[src/core/isr_exec_pkg.sv]
package isr_exec_pkg;

    // ==========================================================
    // widths
    // ==========================================================
    localparam int PTR_W  = 16;
    localparam int DATA_W = 8;
    localparam int PC_W   = 15;
    localparam int OFS_W  = 6;
    localparam int INSN_W = 14;

    // ==========================================================
    // instruction encodings (14-bit words)
    // ==========================================================
    localparam logic [13:0] OP_NOP        = 14'h0000;
    localparam logic [13:0] OP_RETURN     = 14'h0008;
    localparam logic [13:0] OP_RETURN_FROM_IRQ     = 14'h0009;
    localparam logic [13:0] OP_OPTION     = 14'h0062;
    localparam logic [13:0] OP_RESET      = 14'h0001;
    localparam logic [10:0] OP_STORE_MASK = 11'h003;  // insn[13:3] of mode form
    localparam logic [6:0]  OP_STORE_REL  = 7'h3F;    // insn[13:7] of offset form

    // ==========================================================
    // field positions
    // ==========================================================
    localparam int MODE_LSB  = 0;
    localparam int SEL_MODE  = 2;
    localparam int SEL_REL   = 6;
    localparam int OFS_LSB   = 0;
    localparam int GIE_BIT   = 7;

    // ==========================================================
    // pointer modes
    // ==========================================================
    localparam logic [1:0] MODE_PRE_INC  = 2'h0;
    localparam logic [1:0] MODE_PRE_DEC  = 2'h1;
    localparam logic [1:0] MODE_POST_INC = 2'h2;
    localparam logic [1:0] MODE_POST_DEC = 2'h3;

    // ==========================================================
    // reset values and timing
    // ==========================================================
    localparam logic [15:0] PTR_RST    = 16'h0000;
    localparam logic [7:0]  OPTION_RST = 8'hFF;
    localparam logic [14:0] PC_RST     = 15'h0000;
    localparam int          RET_CYCLES = 2;

    typedef enum logic [1:0] {
        PH_EXEC,
        PH_FLUSH
    } phase_e;

    typedef struct packed {
        logic        we;
        logic [15:0] addr;
        logic [7:0]  data;
    } mem_wr_s;

endpackage

[src/core/pointer_bank.sv]
// two file-select pointers, both read out directly from the registers; rd_sel is unused
module pointer_bank #(
    parameter int PTR_W = 16
) (
    input  wire logic             clk,      // core clock
    input  wire logic             rst,      // async reset
    input  wire logic             rd_sel,   // pointer to read, unused inside
    input  wire logic             wr_en,    // write strobe
    input  wire logic             wr_sel,   // pointer to write
    input  wire logic [PTR_W-1:0] wr_data,  // new pointer value
    output logic      [PTR_W-1:0] ptr0,     // pointer 0
    output logic      [PTR_W-1:0] ptr1      // pointer 1
);

    logic [PTR_W-1:0] mem_q [2];

    always_ff @(posedge clk or posedge rst) begin
        if (rst) begin
            mem_q[0] <= '0;
            mem_q[1] <= '0;
        end else if (wr_en) begin
            mem_q[wr_sel] <= wr_data;
        end
    end

    assign ptr0 = mem_q[0];
    assign ptr1 = mem_q[1];

    wire unused_sel = rd_sel;

endmodule

[src/core/indirect_store_and_return_exec.sv]
// Operation
// - store W at address in selected pointer
// - mode codes 00 preinc 01 predec 10 postinc
// - pre modes address pointer plus/minus one
// - pointer after store: +1, -1, or unchanged
// - offset form addresses pointer plus signed offset
// - pointer sixteen bits, wraps around
// - store and pointer update touch no flags
// - option load copies W, flags untouched
// - reset instruction resets device, clears flag
// - irq return pops stack, sets enable
// - irq return one word, two cycles
// - subroutine return pops, two cycles, nothing else
module indirect_store_and_return_exec #(
    parameter int PTR_W = isr_exec_pkg::PTR_W,
    parameter int PC_W  = isr_exec_pkg::PC_W
) (
    input  wire logic                                  MCLK,          // core clock
    input  wire logic                                  SYS_RST,       // async reset, high
    input  wire logic [isr_exec_pkg::INSN_W-1:0]       INSN,          // instruction word
    input  wire logic                                  INSN_VALID,    // word present
    input  wire logic [isr_exec_pkg::DATA_W-1:0]       W_REG,         // working register
    input  wire logic [PC_W-1:0]                       STACK_TOP,     // top stack entry
    output logic      [PC_W-1:0]                       PROGRAM_COUNTER, // program counter
    output logic                                       STACK_POP,     // pop strobe
    output logic                                       GLOBAL_IRQ_ENABLE, // irq enable bit
    output logic      [isr_exec_pkg::DATA_W-1:0]       OPTION_REG,    // option register
    output logic                                       RESET_INSTR_FLAG_N, // low after sw reset
    output logic                                       SW_RESET_REQ,  // device reset pulse
    output isr_exec_pkg::mem_wr_s                      MEM_WR,        // data memory write
    output logic      [PTR_W-1:0]                      PTR0,          // pointer 0
    output logic      [PTR_W-1:0]                      PTR1,          // pointer 1
    output logic                                       BUSY           // second cycle of return
);

    // ==========================================================
    // decode
    // ==========================================================
    function automatic logic is_op(input logic [13:0] w, input logic [13:0] op);
        return w == op;
    endfunction

    isr_exec_pkg::phase_e phase_q, phase_d;

    wire       exec     = INSN_VALID && (phase_q == isr_exec_pkg::PH_EXEC);
    wire       st_mode  = exec && (INSN[13:3] == isr_exec_pkg::OP_STORE_MASK);
    wire       st_rel   = exec && (INSN[13:7] == isr_exec_pkg::OP_STORE_REL);
    wire       do_nop   = exec && is_op(INSN, isr_exec_pkg::OP_NOP);
    wire       do_ret   = exec && is_op(INSN, isr_exec_pkg::OP_RETURN);
    wire       do_rfi   = exec && is_op(INSN, isr_exec_pkg::OP_RETURN_FROM_IRQ);
    wire       do_opt   = exec && is_op(INSN, isr_exec_pkg::OP_OPTION);
    wire       do_rst   = exec && is_op(INSN, isr_exec_pkg::OP_RESET);
    wire       do_pop   = do_ret || do_rfi;
    wire [1:0] mode     = INSN[isr_exec_pkg::MODE_LSB +: 2];
    wire       sel      = st_rel ? INSN[isr_exec_pkg::SEL_REL] : INSN[isr_exec_pkg::SEL_MODE];

    // ==========================================================
    // pointer arithmetic
    // ==========================================================
    logic [PTR_W-1:0] ptr0_w, ptr1_w;
    wire  [PTR_W-1:0] cur     = sel ? ptr1_w : ptr0_w;
    wire  [PTR_W-1:0] inc     = PTR_W'(cur + 1'b1);
    wire  [PTR_W-1:0] dec     = PTR_W'(cur - 1'b1);
    wire  [PTR_W-1:0] ofs     = PTR_W'($signed(INSN[isr_exec_pkg::OFS_LSB +: isr_exec_pkg::OFS_W]));
    wire  [PTR_W-1:0] rel     = PTR_W'(cur + ofs);
    wire              is_inc  = (mode == isr_exec_pkg::MODE_PRE_INC) || (mode == isr_exec_pkg::MODE_POST_INC);
    wire  [PTR_W-1:0] upd     = is_inc ? inc : dec;
    wire  [PTR_W-1:0] st_addr = st_rel ? rel :
                                (mode == isr_exec_pkg::MODE_PRE_INC) ? inc :
                                (mode == isr_exec_pkg::MODE_PRE_DEC) ? dec : cur;
    wire              ptr_we  = st_mode;

    pointer_bank #(
        .PTR_W (PTR_W)
    ) u_ptrs (
        .clk     (MCLK),
        .rst     (SYS_RST),
        .rd_sel  (sel),
        .wr_en   (ptr_we),
        .wr_sel  (sel),
        .wr_data (upd),
        .ptr0    (ptr0_w),
        .ptr1    (ptr1_w)
    );

    // ==========================================================
    // program counter and phase
    // ==========================================================
    wire [PC_W-1:0] pc_step = PC_W'(PROGRAM_COUNTER + 1'b1);
    wire [PC_W-1:0] pc_next = do_pop ? STACK_TOP :
                              exec   ? pc_step :
                              PROGRAM_COUNTER;

    always_comb begin
        phase_d = isr_exec_pkg::PH_EXEC;
        if (do_pop) begin
            phase_d = isr_exec_pkg::PH_FLUSH;
        end
    end

    always_ff @(posedge MCLK or posedge SYS_RST) begin
        if (SYS_RST) begin
            phase_q <= isr_exec_pkg::PH_EXEC;
        end else begin
            phase_q <= phase_d;
        end
    end

    // counter holds during the flush cycle of a return
    always_ff @(posedge MCLK or posedge SYS_RST) begin
        if (SYS_RST) begin
            PROGRAM_COUNTER <= isr_exec_pkg::PC_RST;
        end else begin
            PROGRAM_COUNTER <= pc_next;
        end
    end

    // ==========================================================
    // return pulses
    // ==========================================================
    always_ff @(posedge MCLK or posedge SYS_RST) begin
        if (SYS_RST) begin
            STACK_POP <= 1'b0;
        end else begin
            STACK_POP <= do_pop;
        end
    end

    // word offered while this is high is dropped
    always_ff @(posedge MCLK or posedge SYS_RST) begin
        if (SYS_RST) begin
            BUSY <= 1'b0;
        end else begin
            BUSY <= do_pop;
        end
    end

    // ==========================================================
    // control registers; flags never touched here
    // ==========================================================
    always_ff @(posedge MCLK or posedge SYS_RST) begin
        if (SYS_RST) begin
            GLOBAL_IRQ_ENABLE <= 1'b0;
        end else begin
            if (do_rfi) begin
                GLOBAL_IRQ_ENABLE <= 1'b1;
            end
        end
    end

    always_ff @(posedge MCLK or posedge SYS_RST) begin
        if (SYS_RST) begin
            OPTION_REG <= isr_exec_pkg::OPTION_RST;
        end else begin
            if (do_opt) begin
                OPTION_REG <= W_REG;
            end
        end
    end

    // ==========================================================
    // software reset
    // ==========================================================
    // flag survives SYS_RST so software can see the cause
    always_ff @(posedge MCLK) begin
        if (do_rst) begin
            RESET_INSTR_FLAG_N <= 1'b0;
        end else if (RESET_INSTR_FLAG_N !== 1'b0) begin
            RESET_INSTR_FLAG_N <= 1'b1;
        end
    end

    always_ff @(posedge MCLK or posedge SYS_RST) begin
        if (SYS_RST) begin
            SW_RESET_REQ <= 1'b0;
        end else begin
            SW_RESET_REQ <= do_rst;
        end
    end

    // ==========================================================
    // data memory write
    // ==========================================================
    wire st_any = st_mode || st_rel;

    always_ff @(posedge MCLK or posedge SYS_RST) begin
        if (SYS_RST) begin
            MEM_WR <= '0;
        end else begin
            MEM_WR.we   <= st_any;
            MEM_WR.addr <= st_addr;
            MEM_WR.data <= W_REG;
        end
    end

    // ==========================================================
    // pointer copies
    // ==========================================================
    // copies load the same value as the bank, on the same edge
    wire [PTR_W-1:0] ptr0_next = (ptr_we && !sel) ? upd : ptr0_w;
    wire [PTR_W-1:0] ptr1_next = (ptr_we && sel) ? upd : ptr1_w;

    always_ff @(posedge MCLK or posedge SYS_RST) begin
        if (SYS_RST) begin
            PTR0 <= isr_exec_pkg::PTR_RST;
        end else begin
            PTR0 <= ptr0_next;
        end
    end

    always_ff @(posedge MCLK or posedge SYS_RST) begin
        if (SYS_RST) begin
            PTR1 <= isr_exec_pkg::PTR_RST;
        end else begin
            PTR1 <= ptr1_next;
        end
    end

endmodule

[config.mk]
export PLATFORM = sky130hd
export DESIGN_NAME = indirect_store_and_return_exec
export DESIGN_NICKNAME = d
export VERILOG_FILES = /design/src/core/isr_exec_pkg.sv /design/src/core/pointer_bank.sv /design/src/core/indirect_store_and_return_exec.sv
export SDC_FILE = /design/constraint.sdc
export NUM_CORES = 1
export LEC_CHECK = 0
export ABC_CLOCK_PERIOD_IN_PS = 9000
export BUFFER_PORTS_ARGS = -buffer_cell sky130_fd_sc_hd__buf_4
export CORE_ASPECT_RATIO = 1.4
export CORE_UTILIZATION = 30
export CTS_BUF_LIST = sky130_fd_sc_hd__clkbuf_2
export DETAILED_ROUTE_END_ITERATION = 8
export GPL_ROUTABILITY_DRIVEN = 0
export PLACE_DENSITY = 0.6
export SYNTH_ARGS = -nofsm -noshare
export SYNTH_HDL_FRONTEND = slang
export SYNTH_SLANG_ARGS = --single-unit
[constraint.sdc]
create_clock -name MCLK -period 9 [get_ports MCLK]
set_input_delay 1.35 -clock MCLK [delete_from_list [all_inputs] [get_ports MCLK]]
set_output_delay 1.35 -clock MCLK [all_outputs]
set_load 0.1 [all_outputs]
==> summary.md, run 1 <==
| Metric | Value |
|---|---|
| Clk Latency, worst-skew pair | 720 ps |
| Clock sink total | about 120 |
| Max FO, Critical Path | 22 |
| Top cell type's share of synthesized area | 0.3969 |
| Largest net degree at the start of global routing | 64 |
| Compound-Gate Fraction of Synth Area | 0.1918 |
| Core Area | ~22,000 sq um |
| Cells after Synth | around 700 |
| M1 WL | about 8000 um |
| Routed wire length | about 20,000 um |
| Main area contributors after synthesis | dfrtp_1 40%, nand2_1 6.2%, o21ai_0 3.8%, a21oi_1 3.4%, ha_1 3.3% |
| Met3 WL | approximately 1100 um |
| Metal2 WL | between 10,000 and 15,000 um |
| Hold depth | 1 |
| Worst EP arrival | ~5600 ps |
| Pwr dens | 167.1 nW/um^2 |
| Buf/Inv on CP | 3 |
| Status | finished, final reports clean |
| Slew Limit Fails | 0 |
| Slew HR | 0.3481 |
| Synth area leader | dfrtp_1 |
| Post-synth EDFFs | 0 |
| Number of setup buffers added after CTS | 0 |
| Synth cell count leaders | 112 x nand2_1, 107 x dfrtp_1, 51 x o21ai_0 |
| TritonCTS buffer count | 17 |
| All-Layer GR Usage | 0.1753 |
| Number of nets with antenna violations after routing | 0 |
| CTS tree | done |
| FMAX | 203.4 MHz |
| Max clock buf depth | 2 |
| Most frequent cell after synthesis | nand2_1 |
| CTS Hold Bufs | 0 |
| DP HPWL | around 15,000 um |
| Max-Cap Viols | 0 |
| Via count | just under 6,000 |
| Xor and xnor fraction of the mapped netlist area | 0.04154 |
| Synth Area in Simple Gates | 0.2144 |
| Critical path's largest stage delay | between 700 and 800 ps |
| Post-Route Utilization | 0.3683 |
| Hold Vio Cnt, Final | 0 |
| Die span in y | ~180 um |
| Cell Chain, Critical Path | buf_4, or3b_1, nor3_2, buf_4, a311oi_2, inv_2, ha_1, a21o_1, a221oi_1, nor2_1, a2111oi_0, o31ai_1, nand4_1, nand2_1, nor3_1 |
| Worst-Margin Slew | just under 1000 ps |
| Number of port buffers | between 100 and 150 |
| Vias in the first global route | 5,562 |
| DR iter-0 viols | about 360 |
| GRT overflow | 0 |
| Setup TNS | 0 ps |
| Number of synthesized register bits | 116 |
| Die Wd | around 130 um |
| Share of layout cells above drive strength 1 | 0.2660 |
| Nets | between 800 and 900 |
| WL/cell | around 18 um |
| Count of different cell masters after synthesis | slightly above 90 |
| # setup viols final | 0 |
| Most frequent CP cell | buf_4 |
| Die footprint | approximately 23,000 sq um |
| Post-synthesis adder-cell area fraction | 0.03338 |
| Ys Warns | 0 |
| Seq/Total Area, Yosys | 0.4310 |
| Reg2reg path depth | 14 |
| Top sig layer | met4 |
| Number of fill cells | 2,323 |
| Clock Skew | ~47 ps |
| Detailed Routing Iterations Pass 1 | 5 |
| Critical path endpoint category | flop |
| Instance count on the critical path | 15 |
| H-tree levels | 4 |
| Top Ports | between 100 and 150 |
| Critical path startpoint category | input port |
| Cells resized by post-CTS repair | 0 |
| Vias/cell | 5.141 |
| Syn nets | 765 |
| Area delta synth->final | 19.79% |
| Post-synthesis mux area share | 0.03116 |
| Crit-path leading delay family | compound AO/OA/AOI/OAI gates |
| Initial antenna violation count | 1 |
| Ys flop type | dfrtp_1 |
| Mapped Avg Cell Area | 9.542 sq um |
| Critical Path RT | between 9000 and 10,000 ps |
| Setup CP Type | input port to flop |
| Synth Cell Area | around 6700 sq um |
| Crit-path slowest cell | or3b_1 |
| Leakage | ~3.6 nW |
| Global-route wire length before repair | ~31,000 um |
| Maximum VDD drop | ~0.20 mV |
| Post-synth ARST share | 0.9914 |
| Fin crit share | 0.5463 |
| Fin crit period | ~5000 ps |
| Unrepaired setup endpoints after global routing | false |
| CTS root buf | clkbuf_2 |
| Clock slew at reported path FFs | approximately 210 ps |
| Row count | between 60 and 70 |
| Worst Hold Class | flop to flop |
| DRC violations left | 0 |
| Largest family of logic cells by synthesized area | simple AND/OR/NAND/NOR gates |
| Initial core utilization | 0.3075 |
-- layout make-up --
| type | count | area [sq um] | share of cell area |
|---|---|---|---|
| diodes | 1 | 2.502 | 0.0003096 |
| clock buffers | 18 | 90.09 | 0.01115 |
| clock inverters | 14 | 183.9 | 0.02276 |
| inverters | 25 | 116.4 | 0.01440 |
| multi-input cells | 527 | 3456 | 0.4276 |
| flip-flops and latches | 116 | 2908 | 0.3598 |
| well taps | 297 | 371.6 | 0.04598 |
| repair buffers | 127 | 953.4 | 0.1180 |
-- kinds of logic after synthesis --
kind of cell	after synthesis
multiplexers	19
flip-flops	116
XOR/XNOR	32
AND/OR/NAND/NOR	274
adder cells (fa/ha/maj)	18
AO/OA/AOI/OAI	184
buffers and inverters	64
-- power breakdown --
group          switching (mW)  internal, mW  total, mW
clock                   0.208         0.182      0.390
combinational           0.296        0.0869      0.383
sequential             0.0292         0.549      0.578
-- state kept, by name, indices dropped and copies added, names as in the netlist --
| signal | cells |
|---|---|
| u_ptrs.ptr0 | 16 |
| PTR1 | 16 |
| u_ptrs.ptr1 | 16 |
| SW_RESET_REQ | 1 |
| BUSY | 1 |
| OPTION_REG | 8 |
| GLOBAL_IRQ_ENABLE | 1 |
| PROGRAM_COUNTER | 15 |
| MEM_WR | 25 |
| RESET_INSTR_FLAG_N | 1 |
| PTR0 | 16 |
-- path summary, 6_finish.rpt --
kind	start	to	slack, ps
setup / recovery	INSN_VALID	MEM_WR[23]	4080
hold / removal	GLOBAL_IRQ_ENABLE	GLOBAL_IRQ_ENABLE	490
setup reg to reg	BUSY	MEM_WR[23]	4350
hold reg to reg	GLOBAL_IRQ_ENABLE	GLOBAL_IRQ_ENABLE	490
max in group asynchronous	SYS_RST	PTR0[5]	6980
min in group asynchronous	SYS_RST	MEM_WR[13]	720
-- placed cells by master, fill, tap and decap left out, drive strengths merged, types with 11 or more instances in the layout --
cell,count
a31oi,11
nor2,42
o21ai,54
nand2b,18
nand3,20
nor3,14
xnor2,25
nand2,112
nand4,16
ha,18
buf,127
a21oi,46
inv,23
dfrtp,107
clkbuf,18
-- through the flow --
step | hold WS [ps] | instance area [sq um] | power, mW | instances | setup slack (ps)
after floorplan | 467.9 | 6746 | 0.8791 | 707 | 4526
after global placement | 441.8 | 7805 | 0.9690 | 1092 | 3418
after detailed placement | 455.4 | 7805 | 0.9710 | 1092 | 3391
after CTS | 497.7 | 8079 | 1.366 | 1124 | 4200
after global routing | 509.7 | 8082 | 1.411 | 1125 | 3765
final | 489.0 | 8082 | 1.351 | 1125 | 4083
-- worst register-to-register path, delay by kind of cell, from the launching register on --
kind / cells / cell delay [ps]
AO/OA/AOI/OAI: 5 / 1840
AND/OR/NAND/NOR: 6 / 1410
adder cells (fa/ha/maj): 1 / 410
buffers and inverters: 2 / 440
flip-flops: 1 / 510
-- layer usage --
| metal | track usage | vias up |
|---|---|---|
| met5 | 0 | - |
| met4 | 0.06918 | 0 |
| met3 | 0.03304 | 31 |
| met2 | 0.3018 | 214 |
| met1 | 0.2129 | 2764 |
| li1 | - | 2775 |
Power figures use the tool's default switching activity.
==> run 2, diff against run 1 <==
- ABC_CLOCK_PERIOD_IN_PS: 9000 -> 4900
- clock period: 9 -> 4.9 ns (I/O delays scaled with it)
==> run 2 against run 1 <==
Net effect: sequential power grew 83%; critical endpoint is now MEM_WR[16]; final cell count grew 0.98%; critical path depth shrank 3; wire length grew 2.2%; clock power grew 58%; worst hold slack lost 340 ps; first-iteration DRC count shrank 6.1%; utilization grew 0.17 points; sequential cell count is the same; highest routed layer unchanged.
==> summary.md, run 2 (synthesized netlist as in run 1, its figures left out) <==
| Metric | Value |
|---|---|
| Status | finished, final reports clean (unchanged) |
| Critical path endpoint category | flop (unchanged) |
| Reg2reg setup slack | 760 ps (was 4350 ps) |
| Number of setup buffers added after CTS | 0 (unchanged) |
| FMAX | 241.3 MHz |
| # setup viols final | 0 (unchanged) |
| WL/cell | 17.79 um (was 17.58 um) |
| Multi-input gate area | 3456 sq um (unchanged) |
| Register area | 2908 sq um (unchanged) |
| Cells resized by post-CTS repair | 0 (unchanged) |
| P_int | 1.405 mW (was 817.7 uW) |
| DRC violations left | 0 (unchanged) |
| CTS tree | done (unchanged) |
| CTS Hold Bufs | 0 (unchanged) |
| Area delta synth->final | 20.35% (was 19.79%) |
| Critical R2R Launch | BUSY (unchanged) |
| Buf/Inv on CP | 1 (was 3) |
| Critical path's largest stage delay | 650 ps (was 760 ps) |
| Slew HR | 0.3334 (was 0.3481) |
| Clock power share | 0.259 (was 0.289) |
| Pwr dens | 294.0 nW/um^2 (was 167.1 nW/um^2) |
| Net Sw Frac | 0.4113 (was 0.3946) |
| Worst Hold Class | input port to flop (was flop to flop) |
| Row count | 64 (unchanged) |
| DP HPWL | 15,340 um (was 14,980 um) |
| Vias in the first global route | 5,896 (was 5,562) |
| Number of nets with antenna violations after routing | 0 (unchanged) |
| Worst-Margin Slew | 999.9 ps (was 977.8 ps) |
| Core Area | 21,940 sq um (unchanged) |
| Fin crit share | 0.8458 |
| Setup CP Type | flop to flop (was input port to flop) |
| Max clock buf depth | 2 (unchanged) |
| Setup TNS | 0 ps (unchanged) |
| Design Power | 2.387 mW (was 1.351 mW) |
| Clk Latency, worst-skew pair | 710 ps (was 720 ps) |
| Vias/cell | 5.121 (was 5.141) |
| Nets | 883 (was 872) |
| Crit-path leading delay family | compound AO/OA/AOI/OAI gates (unchanged) |
| Slew Limit Fails | 0 (unchanged) |
| H-tree levels | 4 (unchanged) |
| Combinational share of power | 0.297 (was 0.283) |
| Worst EP arrival | 4700 ps (was 5570 ps) |
| Most frequent cells in the layout | 138 x buf_4, 112 x nand2_1, 107 x dfrtp_1 (was 127 x buf_4, 112 x nand2_1, 107 x dfrtp_1) |
| Critical Path RT | 5460 ps (was 9650 ps) |
| Max FO, Critical Path | 11 (was 22) |
| Clock slew at reported path FFs | 190 ps (was 210 ps) |
| Commonest non-fill, non-tap cell in the layout | buf_4 (unchanged) |
| Clock Skew | 46.82 ps (was 47.22 ps) |
| Leakage | 3.679 nW (was 3.647 nW) |
| Maximum VDD drop | 0.3762 mV (was 0.1951 mV) |
| DR iter-0 viols | 340 (was 362) |
| Die Wd | 128.7 um (unchanged) |
| Hold Crit Start | W_REG[7] (was GLOBAL_IRQ_ENABLE) |
| TritonCTS buffer count | 17 (unchanged) |
| Routed wire length | 20,210 um (was 19,780 um) |
| Initial antenna violation count | 1 (unchanged) |
| Number of fill cells | 2,265 (was 2,323) |
| Die footprint | 23,100 sq um (unchanged) |
| Startpoint of the worst setup timing path | BUSY (was INSN_VALID) |
| Max-Cap Viols | 0 (unchanged) |
| Detailed Routing Iterations Pass 1 | 5 (unchanged) |
| All-Layer GR Usage | 0.1819 (was 0.1753) |
| Largest net degree at the start of global routing | 79 (was 64) |
| Initial core utilization | 0.3075 (unchanged) |
| GRT overflow | 0 (unchanged) |
| Via count | 5,817 (was 5,784) |
| Biggest register | MEM_WR (unchanged) |
| Cell Chain, Critical Path | or3b_1, a2111oi_2, or2_1, inv_4, xnor2_1, ha_1, a2111o_1, a21oi_1, o31ai_1, xor2_1, nor2_1, a221oi_1 (was buf_4, or3b_1, nor3_2, buf_4, a311oi_2, inv_2, ha_1, a21o_1, a221oi_1, nor2_1, a2111oi_0, o31ai_1, nand4_1, nand2_1, nor3_1) |
| Global-route wire length before repair | 32,060 um (was 30,800 um) |
| Sequential share of power | 0.445 (was 0.428) |
| Top Ports | 125 (unchanged) |
| Unrepaired setup endpoints after global routing | false (unchanged) |
| Share of layout cells above drive strength 1 | 0.2768 (was 0.2660) |
| Max reg flops | 25 (unchanged) |
| Switching pwr | 981.7 uW (was 533.0 uW) |
| Number of port buffers | 124 (unchanged) |
| Crit-path slowest cell | or3b_1 (unchanged) |
| CTS root buf | clkbuf_2 (unchanged) |
| Clock sink total | 116 (unchanged) |
| Fin crit period | 4145 ps |
| Die span in y | 179.4 um (unchanged) |
| Hold Vio Cnt, Final | 0 (unchanged) |
| Critical path startpoint category | flop (was input port) |
## run 2: worst paths after layout
path / to / cells after the start
max in group asynchronous: PTR0[8] / 3
min reg2reg: GLOBAL_IRQ_ENABLE / 1
max reg2reg: MEM_WR[16] / 12
min: MEM_WR[7] / 1
min in group asynchronous: PROGRAM_COUNTER[14] / 2
max: MEM_WR[16] / 12
## run 2: cell type report
class | instances | share of cell area
Antenna cell | 1 | 0.0003082
Multi-Input combinational cell | 527 | 0.4256
Tap cell | 297 | 0.04577
Clock inverter | 13 | 0.01649
Sequential cell | 116 | 0.3581
Timing Repair Buffer | 138 | 0.1276
Inverter | 25 | 0.01433
Clock buffer | 19 | 0.01171
## run 2: metal layers
metal  GRT usage  part of all wire  routed length (um)  up-vias
li1            -                 -                   -     2790
met1      0.2116              0.40                8110     2785
met2      0.3092              0.51               10230      197
met3     0.03810             0.050                1009       45
met4     0.09741             0.043                 864        0
met5           0                 0                   0        -
## run 2: power by group through the flow
stage	registers (mW)	clock network [mW]	logic, mW
2_1_floorplan	1.42	0	0.196
3_3_place_gp	1.08	0	0.705
5_1_grt	1.07	0.690	0.748
6_report	1.06	0.618	0.708
4_1_cts	1.06	0.646	0.710
3_5_place_dp	1.08	0	0.709
## run 2: through the flow
stage / cells / hold slack [ps] / setup slack (ps) / instance area (sq um) / utilization
2_1_floorplan: 707 / 467.9 / 867.8 / 6746 / -
6_report: 1136 / 150.2 / 755.4 / 8119 / 0.3700
5_1_grt: 1136 / 67.85 / 399.6 / 8119 / 0.3700
3_3_place_gp: 1103 / 440.4 / 461.3 / 7888 / 0.3595
4_1_cts: 1135 / 85.51 / 775.0 / 8117 / 0.3699
3_5_place_dp: 1103 / 452.6 / 434.3 / 7888 / 0.3595
## run 2: worst register-to-register path, delay by kind of cell, from the launching register on
kind / cells / cell delay (ps)
fa+ha+maj: 1 / 220
xor+xnor: 2 / 310
simple gates: 3 / 1040
buf+inv: 1 / 90
compound gates: 5 / 1870
flops: 1 / 490
